### src/inc/pxc_defs.vh
// Constants for the extended control register bank and the 100 Mb transmit path
`ifndef PXC_DEFS_VH
`define PXC_DEFS_VH

`define PXC_REG_EXT        5'h10
`define PXC_REG_NP         5'h08

`define PXC_BIT_OVR        15
`define PXC_BIT_ADDR_HI    10
`define PXC_BIT_ADDR_LO    6
`define PXC_BIT_SCR_TEST   5
`define PXC_BIT_NRZI       3
`define PXC_BIT_INVALID    2
`define PXC_BIT_SCR_DIS    0
`define PXC_BIT_NP_RSVD    14
`define PXC_NP_CODE_HI     10

`define PXC_EXT_RESET      16'h0008
`define PXC_LFSR_SEED      11'h7FF
`define PXC_IDLE_SYM       5'h1F
`define PXC_LOCK_BITS      4'hB
`define PXC_SYM_BITS       3'h5
`define PXC_FIFO_DEPTH     16

`endif

### src/rtl/pxc_fifo.v
// Synchronous FIFO with valid/ready on both sides, flip-flop storage
`timescale 1ns/1ps
module pxc_fifo #(
    parameter WIDTH = 5,
    parameter DEPTH = 16,
    parameter AW    = 4
) (
    input  wire             core_clk,
    input  wire             rst,
    input  wire             inValid,
    output wire             inReady,
    input  wire [WIDTH-1:0] inData,
    output wire             outValid,
    input  wire             outReady,
    output wire [WIDTH-1:0] outData
);
    reg [WIDTH-1:0] mem [0:DEPTH-1];
    reg [AW-1:0]    wrPtr;
    reg [AW-1:0]    rdPtr;
    reg [AW:0]      count;
    wire            push;
    wire            pop;

    assign inReady  = (count != DEPTH[AW:0]);
    assign outValid = (count != {(AW+1){1'b0}});
    assign outData  = mem[rdPtr];
    assign push     = inValid & inReady;
    assign pop      = outValid & outReady;

    // Pointers wrap by index compare so DEPTH need not be a power of two
    always @(posedge core_clk) begin
        if (rst) begin
            wrPtr <= {AW{1'b0}};
            rdPtr <= {AW{1'b0}};
            count <= {(AW+1){1'b0}};
        end else begin
            if (push) begin
                wrPtr <= (wrPtr == DEPTH[AW-1:0] - 1'b1) ? {AW{1'b0}} : wrPtr + 1'b1;
            end
            if (pop) begin
                rdPtr <= (rdPtr == DEPTH[AW-1:0] - 1'b1) ? {AW{1'b0}} : rdPtr + 1'b1;
            end
            if (push & ~pop) begin
                count <= count + 1'b1;
            end else if (pop & ~push) begin
                count <= count - 1'b1;
            end
        end
    end

    always @(posedge core_clk) begin
        if (push) begin
            mem[wrPtr] <= inData;
        end
    end
endmodule // pxc_fifo

### src/rtl/pxc_enc4b5b.v
// Nibble to five-bit symbol translation, standard or forced-invalid table
`timescale 1ns/1ps
module pxc_enc4b5b (
    input  wire [3:0] nibble,
    input  wire       txErr,
    input  wire       invalidEn,
    output wire [4:0] symbol
);
    function [4:0] std_code;
        input [3:0] n;
        begin
            case (n)
                4'h0: std_code = 5'h1E;
                4'h1: std_code = 5'h09;
                4'h2: std_code = 5'h14;
                4'h3: std_code = 5'h15;
                4'h4: std_code = 5'h0A;
                4'h5: std_code = 5'h0B;
                4'h6: std_code = 5'h0E;
                4'h7: std_code = 5'h0F;
                4'h8: std_code = 5'h12;
                4'h9: std_code = 5'h13;
                4'hA: std_code = 5'h16;
                4'hB: std_code = 5'h17;
                4'hC: std_code = 5'h1A;
                4'hD: std_code = 5'h1B;
                4'hE: std_code = 5'h1C;
                default: std_code = 5'h1D;
            endcase
        end
    endfunction

    function [4:0] bad_code;
        input [3:0] n;
        begin
            case (n)
                4'h8: bad_code = 5'h00;
                4'h9: bad_code = 5'h0D;
                4'hA: bad_code = 5'h0C;
                4'hB: bad_code = 5'h11;
                4'hC: bad_code = 5'h10;
                4'hD: bad_code = 5'h19;
                4'hE: bad_code = 5'h18;
                4'hF: bad_code = 5'h1F;
                default: bad_code = {1'b0, n};
            endcase
        end
    endfunction

    // Error input only matters once the test table is enabled
    assign symbol = (invalidEn & txErr) ? bad_code(nibble) : std_code(nibble);
endmodule // pxc_enc4b5b

### src/rtl/pxc_ext_ctrl.v
// Extended control register bank with the 100 Mb transmit and descramble path
`timescale 1ns/1ps
`include "pxc_defs.vh"
module pxc_ext_ctrl #(
    parameter FIFO_DEPTH = `PXC_FIFO_DEPTH
) (
    input  wire        core_clk,
    input  wire        rst,
    input  wire        swReset,
    input  wire        regWrEn,
    input  wire        regRdEn,
    input  wire [4:0]  regAddr,
    input  wire [15:0] regWrData,
    output reg  [15:0] regRdData,
    input  wire [15:0] partnerPage,
    input  wire        addr4_led_pin,
    input  wire        addr3_led_pin,
    input  wire        addr2_led_pin,
    input  wire        addr1_led_pin,
    input  wire        addr0_led_pin,
    input  wire        speed100,
    input  wire        txValid,
    output wire        txReady,
    input  wire [3:0]  txNibble,
    input  wire        txErr,
    output reg         txLine,
    input  wire        rxLine,
    output reg         rxData,
    output reg         rxLocked,
    output reg  [4:0]  phyAddr,
    output reg         overrideWriteEnable
);
    localparam ST_HUNT = 2'b01;
    localparam ST_LOCK = 2'b10;

    reg         scrTest;
    reg         nrziEn;
    reg         invalidEn;
    reg         scrDis;
    reg  [4:0]  addrMeta;
    reg  [4:0]  addrSync;
    reg         rxMeta;
    reg         rxSync;
    reg  [4:0]  shiftSym;
    reg  [2:0]  bitCnt;
    reg  [10:0] txLfsr;
    reg  [10:0] rxLfsr;
    reg  [3:0]  huntCnt;
    reg  [1:0]  rxState;
    reg  [1:0]  next_rxState;
    reg  [15:0] extValue;
    wire        cipherOn;
    wire        fifoValid;
    wire        fifoPop;
    wire [4:0]  fifoData;
    wire [4:0]  encSym;
    wire [4:0]  loadSym;
    wire        txKey;
    wire        txBit;
    wire        rxKey;
    wire        extWrite;

    function lfsr_key;
        input [10:0] s;
        begin
            lfsr_key = s[10] ^ s[8];
        end
    endfunction

    // Cipher needs both the 100 Mb rate and the scramble-disable bit clear
    assign cipherOn = speed100 & ~scrDis;
    assign extWrite = regWrEn & (regAddr == `PXC_REG_EXT);

    // Pins are asynchronous to core_clk; two stages before use
    always @(posedge core_clk) begin
        addrMeta <= {addr4_led_pin, addr3_led_pin, addr2_led_pin, addr1_led_pin,
                     addr0_led_pin};
        addrSync <= addrMeta;
        rxMeta   <= rxLine;
        rxSync   <= rxMeta;
    end

    // Address is captured only while hardware reset is held
    always @(posedge core_clk) begin
        if (rst) begin
            phyAddr <= addrSync;
        end
    end

    // Software reset restores control bits but never the address; writes skip it
    always @(posedge core_clk) begin
        if (rst | swReset) begin
            overrideWriteEnable <= 1'b0;
            scrTest             <= 1'b0;
            nrziEn              <= 1'b1;
            invalidEn           <= 1'b0;
            scrDis              <= 1'b0;
        end else if (regWrEn) begin
            // Any write ends the override window unless it re-arms it
            overrideWriteEnable <= extWrite & regWrData[`PXC_BIT_OVR];
            if (extWrite) begin
                scrTest   <= regWrData[`PXC_BIT_SCR_TEST];
                nrziEn    <= regWrData[`PXC_BIT_NRZI];
                invalidEn <= regWrData[`PXC_BIT_INVALID];
                scrDis    <= regWrData[`PXC_BIT_SCR_DIS];
            end
        end
    end

    always @* begin
        extValue                                   = 16'h0000;
        extValue[`PXC_BIT_OVR]                     = overrideWriteEnable;
        extValue[`PXC_BIT_ADDR_HI:`PXC_BIT_ADDR_LO] = phyAddr;
        extValue[`PXC_BIT_SCR_TEST]                = scrTest;
        extValue[`PXC_BIT_NRZI]                    = nrziEn;
        extValue[`PXC_BIT_INVALID]                 = invalidEn;
        extValue[`PXC_BIT_SCR_DIS]                 = scrDis;
    end

    // Read data is registered; unmapped addresses return zero
    always @(posedge core_clk) begin
        if (rst) begin
            regRdData <= 16'h0000;
        end else if (regRdEn) begin
            case (regAddr)
                `PXC_REG_EXT: regRdData <= extValue;
                `PXC_REG_NP: regRdData <= {partnerPage[15], 1'b0,
                                           partnerPage[13:0]};
                default: regRdData <= 16'h0000;
            endcase
        end
    end

    pxc_fifo #(
        .WIDTH (5),
        .DEPTH (FIFO_DEPTH),
        .AW    (4)
    ) u_fifo (
        .core_clk (core_clk),
        .rst      (rst),
        .inValid  (txValid),
        .inReady  (txReady),
        .inData   ({txErr, txNibble}),
        .outValid (fifoValid),
        .outReady (fifoPop),
        .outData  (fifoData)
    );

    pxc_enc4b5b u_enc (
        .nibble    (fifoData[3:0]),
        .txErr     (fifoData[4]),
        .invalidEn (invalidEn),
        .symbol    (encSym)
    );

    // One symbol takes five clocks, so the FIFO truly backs up
    assign fifoPop = fifoValid & (bitCnt == 3'h0);
    assign loadSym = fifoValid ? encSym : `PXC_IDLE_SYM;
    assign txKey   = lfsr_key(txLfsr);
    assign txBit   = shiftSym[4] ^ (cipherOn & txKey);

    always @(posedge core_clk) begin
        if (rst | swReset) begin
            shiftSym <= `PXC_IDLE_SYM;
            bitCnt   <= 3'h0;
            txLfsr   <= `PXC_LFSR_SEED;
            txLine   <= 1'b0;
        end else begin
            if (bitCnt == 3'h0) begin
                shiftSym <= loadSym;
                bitCnt   <= `PXC_SYM_BITS - 3'h1;
            end else begin
                shiftSym <= {shiftSym[3:0], 1'b0};
                bitCnt   <= bitCnt - 3'h1;
            end
            // Load cycle still sends the last bit, so all five bits reach the line
            txLfsr <= {txLfsr[9:0], txKey};
            if (speed100 & nrziEn) begin
                txLine <= txLine ^ txBit;
            end else begin
                txLine <= txBit;
            end
        end
    end

    // Descrambler locks by assuming idle ones while hunting
    assign rxKey = lfsr_key(rxLfsr);

    always @* begin
        next_rxState = rxState;
        case (rxState)
            ST_HUNT: begin
                if (huntCnt == `PXC_LOCK_BITS) begin
                    next_rxState = ST_LOCK;
                end
            end
            ST_LOCK: next_rxState = ST_LOCK;
            default: next_rxState = ST_HUNT;
        endcase
        if (scrTest | ~cipherOn) begin
            next_rxState = ST_HUNT;
        end
    end

    always @(posedge core_clk) begin
        if (rst | swReset) begin
            rxState  <= ST_HUNT;
            huntCnt  <= 4'h0;
            rxLfsr   <= `PXC_LFSR_SEED;
            rxData   <= 1'b0;
            rxLocked <= 1'b0;
        end else begin
            rxState  <= next_rxState;
            rxLocked <= (next_rxState == ST_LOCK) & cipherOn;
            if (~cipherOn) begin
                rxData  <= rxSync;
                huntCnt <= 4'h0;
            end else if (rxState == ST_LOCK && !scrTest) begin
                rxData <= rxSync ^ rxKey;
                rxLfsr <= {rxLfsr[9:0], rxKey};
            end else begin
                rxData  <= 1'b1;
                rxLfsr  <= {rxLfsr[9:0], ~rxSync};
                huntCnt <= (scrTest || huntCnt == `PXC_LOCK_BITS) ? 4'h0 : huntCnt + 4'h1;
            end
        end
    end
endmodule // pxc_ext_ctrl

### config.mk
export PLATFORM = sky130hd
export DESIGN_NAME = pxc_ext_ctrl
export DESIGN_NICKNAME = d
export VERILOG_FILES = /design/src/rtl/pxc_fifo.v /design/src/rtl/pxc_enc4b5b.v /design/src/rtl/pxc_ext_ctrl.v
export VERILOG_INCLUDE_DIRS = /design/src /design/src/inc
export SDC_FILE = /design/constraint.sdc
export NUM_CORES = 1
export LEC_CHECK = 0
export BUFFER_PORTS_ARGS = -buffer_cell sky130_fd_sc_hd__buf_4
export CAP_MARGIN = 20
export CORE_ASPECT_RATIO = 0.8
export CORE_UTILIZATION = 58
export CTS_CLUSTER_SIZE = 20
export DETAILED_ROUTE_END_ITERATION = 12
export PLACE_DENSITY = 0.75
export SYNTH_ARGS = -nofsm -noshare
export SYNTH_HDL_FRONTEND = slang
export SYNTH_SLANG_ARGS = --single-unit
### constraint.sdc
create_clock -name core_clk -period 3.9 [get_ports core_clk]
set_clock_uncertainty 0.15 [all_clocks]
set_input_delay 0 -clock core_clk [delete_from_list [all_inputs] [get_ports core_clk]]
set_output_delay 0 -clock core_clk [all_outputs]
set_load 0.05 [all_outputs]
==> summary.txt <==
Worst setup path
  – Setup slack, reg-to-reg: 0.82 ns
  – Reg-to-reg endpoint: u_fifo.count[4]
  – Crit-path slowest cell: fa_1
  – Crit-path cells: nor4_1 -> nor2b_1 -> nor2_1 -> inv_1 -> ha_1 -> inv_1 -> fa_1 -> a21o_1 -> a21oi_1 -> xnor2_1 -> or3_1 -> a21oi_1
  – Crit path DAT: 3.30 ns
  – Critical Path RT: 4.12 ns
  – Worst path max stage delay: 0.43 ns
  – Critical Path Start: u_fifo.count[0]
  – Critical path type: reg -> reg
  – Worst r2r src: u_fifo.count[0]
  – CP endpoint: u_fifo.count[4]
  – Worst Setup End Kind: register
  – FF-to-FF path depth: 12
  – Top fanout value on the critical path: 7
  – Startpoint types: register

GRT
  – Largest net degree at the start of global routing: 46
  – Vias in the first global route: 4826
  – Initial antenna violation count: 0
  – GRT overflow: 0
  – Global-route wire length before repair: 24320 µm
  – All-Layer GR Usage: 0.2758

STA
  – Final hold violations: 0
  – Worst Tran Pin Value: 0.8499 ns
  – Fin. max-slew vios: 0
  – Setup tns final: 0 ns
  – # setup viols final: 0
  – RSZ-0062 raised after global routing: no
  – Slew headroom: 0.4290
  – Maximum clock rate: 324.4 MHz
  – Period utilization: 0.7904
  – Final min period: just over 3 ns

Synthesis
  – Top post-synthesis cells by area: edfxtp_1 37%, dfxtp_1 26%, mux4_1 6.5%, nor2_1 3.0%, nand2_1 2.7%
  – Seq/Total Area, Yosys: 0.6310
  – Count leader, synth: dfxtp_1
  – Yosys top cell area share: 0.3734
  – Post-synthesis cell type count: 54
  – Syn Std Cell Area: between 6000 and 7000 µm²
  – Synth top cells by count: 88 x dfxtp_1, 85 x edfxtp_1, 55 x nor2_1
  – Synthesis Warnings: 0
  – Number of flops mapped to enable cells by yosys: 85
  – Mapped Cells: 539
  – Top FF cell, synth: dfxtp_1
  – Synth Net Count: 609
  – Yosys reg bits: 173
  – Largest area contributor in the netlist: edfxtp_1
  – Syn_area_per_cell: 12.68 µm²
  – Asr flop ratio synth: 0

Die
  – Core area: between 10000 and 15000 µm²
  – Die Width: 123.4 µm
  – Die area: 12230 µm²
  – Initial cell density of the core: 0.5936
  – Die height: 99.11 µm
  – IO Pins: 81
  – # rows: 35

Finish
  – Area Overhead vs Synth: 26.92%
  – Share of cells above drive strength 1: 0.1654
  – Number of diodes: 0
  – Multi-input gate area: 2332 µm²
  – Register Area: approximately 4300 µm²
  – Final instance area: 8677 µm²
  – Final net count: 740
  – Util after Layout: 0.7534
  – Filler cells: 683

Route
  – Vias per inst: 5.776
  – DR iter-0 viols: roughly 300
  – Drt first pass iters: 5
  – Remaining DRCs: 0
  – Routed WL: 15710 µm
  – Avg WL per Cell: 18.90 µm
  – Vias after detailed routing: 4800
  – Post-route ant nets: 0

Place
  – GP Congestion: about 0.8
  – Port bufs: 67
  – Dpl hpwl: 8594 µm
  – Cell Area, Placed: 7413 µm²

Clocking
  – CTS Root Cell: clkbuf_16
  – Reg clk slew, reported paths: 0.08 ns
  – CTS Buf Count: 17
  – Clk Latency, worst-skew pair: roughly 0.45 ns
  – CTS H-tree depth: 4
  – TritonCTS clock tree: built
  – Num Clock Sinks: 173
  – Bufs on Longest Clock Path: 2

Power
  – Max VDD drop: 0.3936 mV
  – Static leakage: 3.244 nW
  – PwrDens: 540.7 nW/µm²

Run
  – Max-Cap Viols: 0

Min path
  – Hold Crit Class: in -> reg

Run status
  – Status: complete, no violations
==> cell usage in the layout (no fill, tap or decap), types with 8 or more instances in the layout <==
| cell type | count |
|---|---|
| o21ai_0 | 8 |
| a21oi_1 | 29 |
| nor3_1 | 9 |
| ha_1 | 14 |
| a211oi_1 | 14 |
| mux4_1 | 17 |
| clkbuf_16 | 17 |
| nor2_1 | 55 |
| dlygate4sd3_1 | 67 |
| edfxtp_1 | 85 |
| a22oi_1 | 15 |
| dfxtp_1 | 88 |
| nand3_1 | 27 |
| nand2_1 | 49 |
| inv_1 | 11 |
| nand2b_1 | 14 |
| buf_4 | 72 |
| or3_1 | 14 |
==> critical path, delay by kind of cell (launching register included) <==
kind	cells	cell delay, ns
buffers and inverters	2	0.21
AND/OR/NAND/NOR	4	1.11
XOR/XNOR	1	0.09
adder cells (fa/ha/maj)	2	0.62
flip-flops	1	0.36
AO/OA/AOI/OAI	3	0.47
==> state kept, by name, indices dropped and copies added (netlist names), 2 cells and up, named ones only <==
register and cells:
addrMeta 5, addrSync 5, bitCnt 3, huntCnt 4
phyAddr 5, regRdData 15, rxLfsr 11, rxState 2
shiftSym 5, txLfsr 11, u_fifo.count 5, u_fifo.mem 80
u_fifo.rdPtr 4, u_fifo.wrPtr 4
==> per-layer routing <==
| layer | vias to the layer above | global-route usage | share of wire |
|---|---|---|---|
| met5 | - | 0 | 0 |
| met4 | 0 | 0.1752 | 0.048 |
| met3 | 69 | 0.06250 | 0.050 |
| met2 | 193 | 0.4658 | 0.51 |
| met1 | 2283 | 0.3166 | 0.40 |
| li1 | 2255 | - | - |
==> kinds of logic (layout without fill, tap and decap cells) <==
family / Yosys count / after routing / synth area share
AO/OA/AOI/OAI: 86 / 86 / 0.08529
flip-flops: 173 / 173 / 0.6310
adder cells (fa/ha/maj): 15 / 15 / 0.02855
XOR/XNOR: 11 / 11 / 0.01409
buffers and inverters: 38 / 182 / 0.02782
AND/OR/NAND/NOR: 190 / 190 / 0.1336
multiplexers: 25 / 25 / 0.07906
other: 1 / 1 / 0.0005485
==> power breakdown <==
group          switching [mW]  internal (mW)
Clock                   0.822          0.863
Sequential             0.0918           1.99
Combinational           0.496          0.426
==> repair_timing <==
item                                   4_1_cts  5_1_grt
hold buffers                                67        0
endpoints found under the hold margin      157        0
gates resized for setup                      0        0
setup buffers                                0        0
==> per-stage QoR <==
step	power, mW	hold WS (ns)	setup slack (ns)	cells
CTS	4.669	0.008184	0.8128	831
detailed placement	2.983	-0.04288	0.8222	732
floorplan	2.801	-0.1223	0.7749	539
global placement	2.953	-0.04405	0.9043	732
finish	4.692	0.02530	0.8174	831
global route	4.869	0.04190	0.5704	831
==> how the worst min path moves through the flow <==
stage	from	endpoint	slack [ns]	depth (start not counted)
final	regAddr[3]	regRdData[8]	0.03	5
after global routing	regAddr[3]	regRdData[8]	0.04	5
after CTS	txValid	u_fifo.wrPtr[0]	0.008	4
after detailed placement	addr4_led_pin	addrMeta[4]	-0.04	1
after global placement	addr0_led_pin	addrMeta[0]	-0.04	1
after floorplan	addr0_led_pin	addrMeta[0]	-0.12	0
==> final cells by class <==
cell class | instances | share of cell area
clock buffer | 17 | 0.04903
clock inverter | 15 | 0.01932
inverter | 11 | 0.004758
multi-input combinational | 328 | 0.2688
sequential | 173 | 0.4972
tap | 148 | 0.02134
timing repair buffer | 139 | 0.1396
Note: power is estimated with default switching activity, not from simulation.
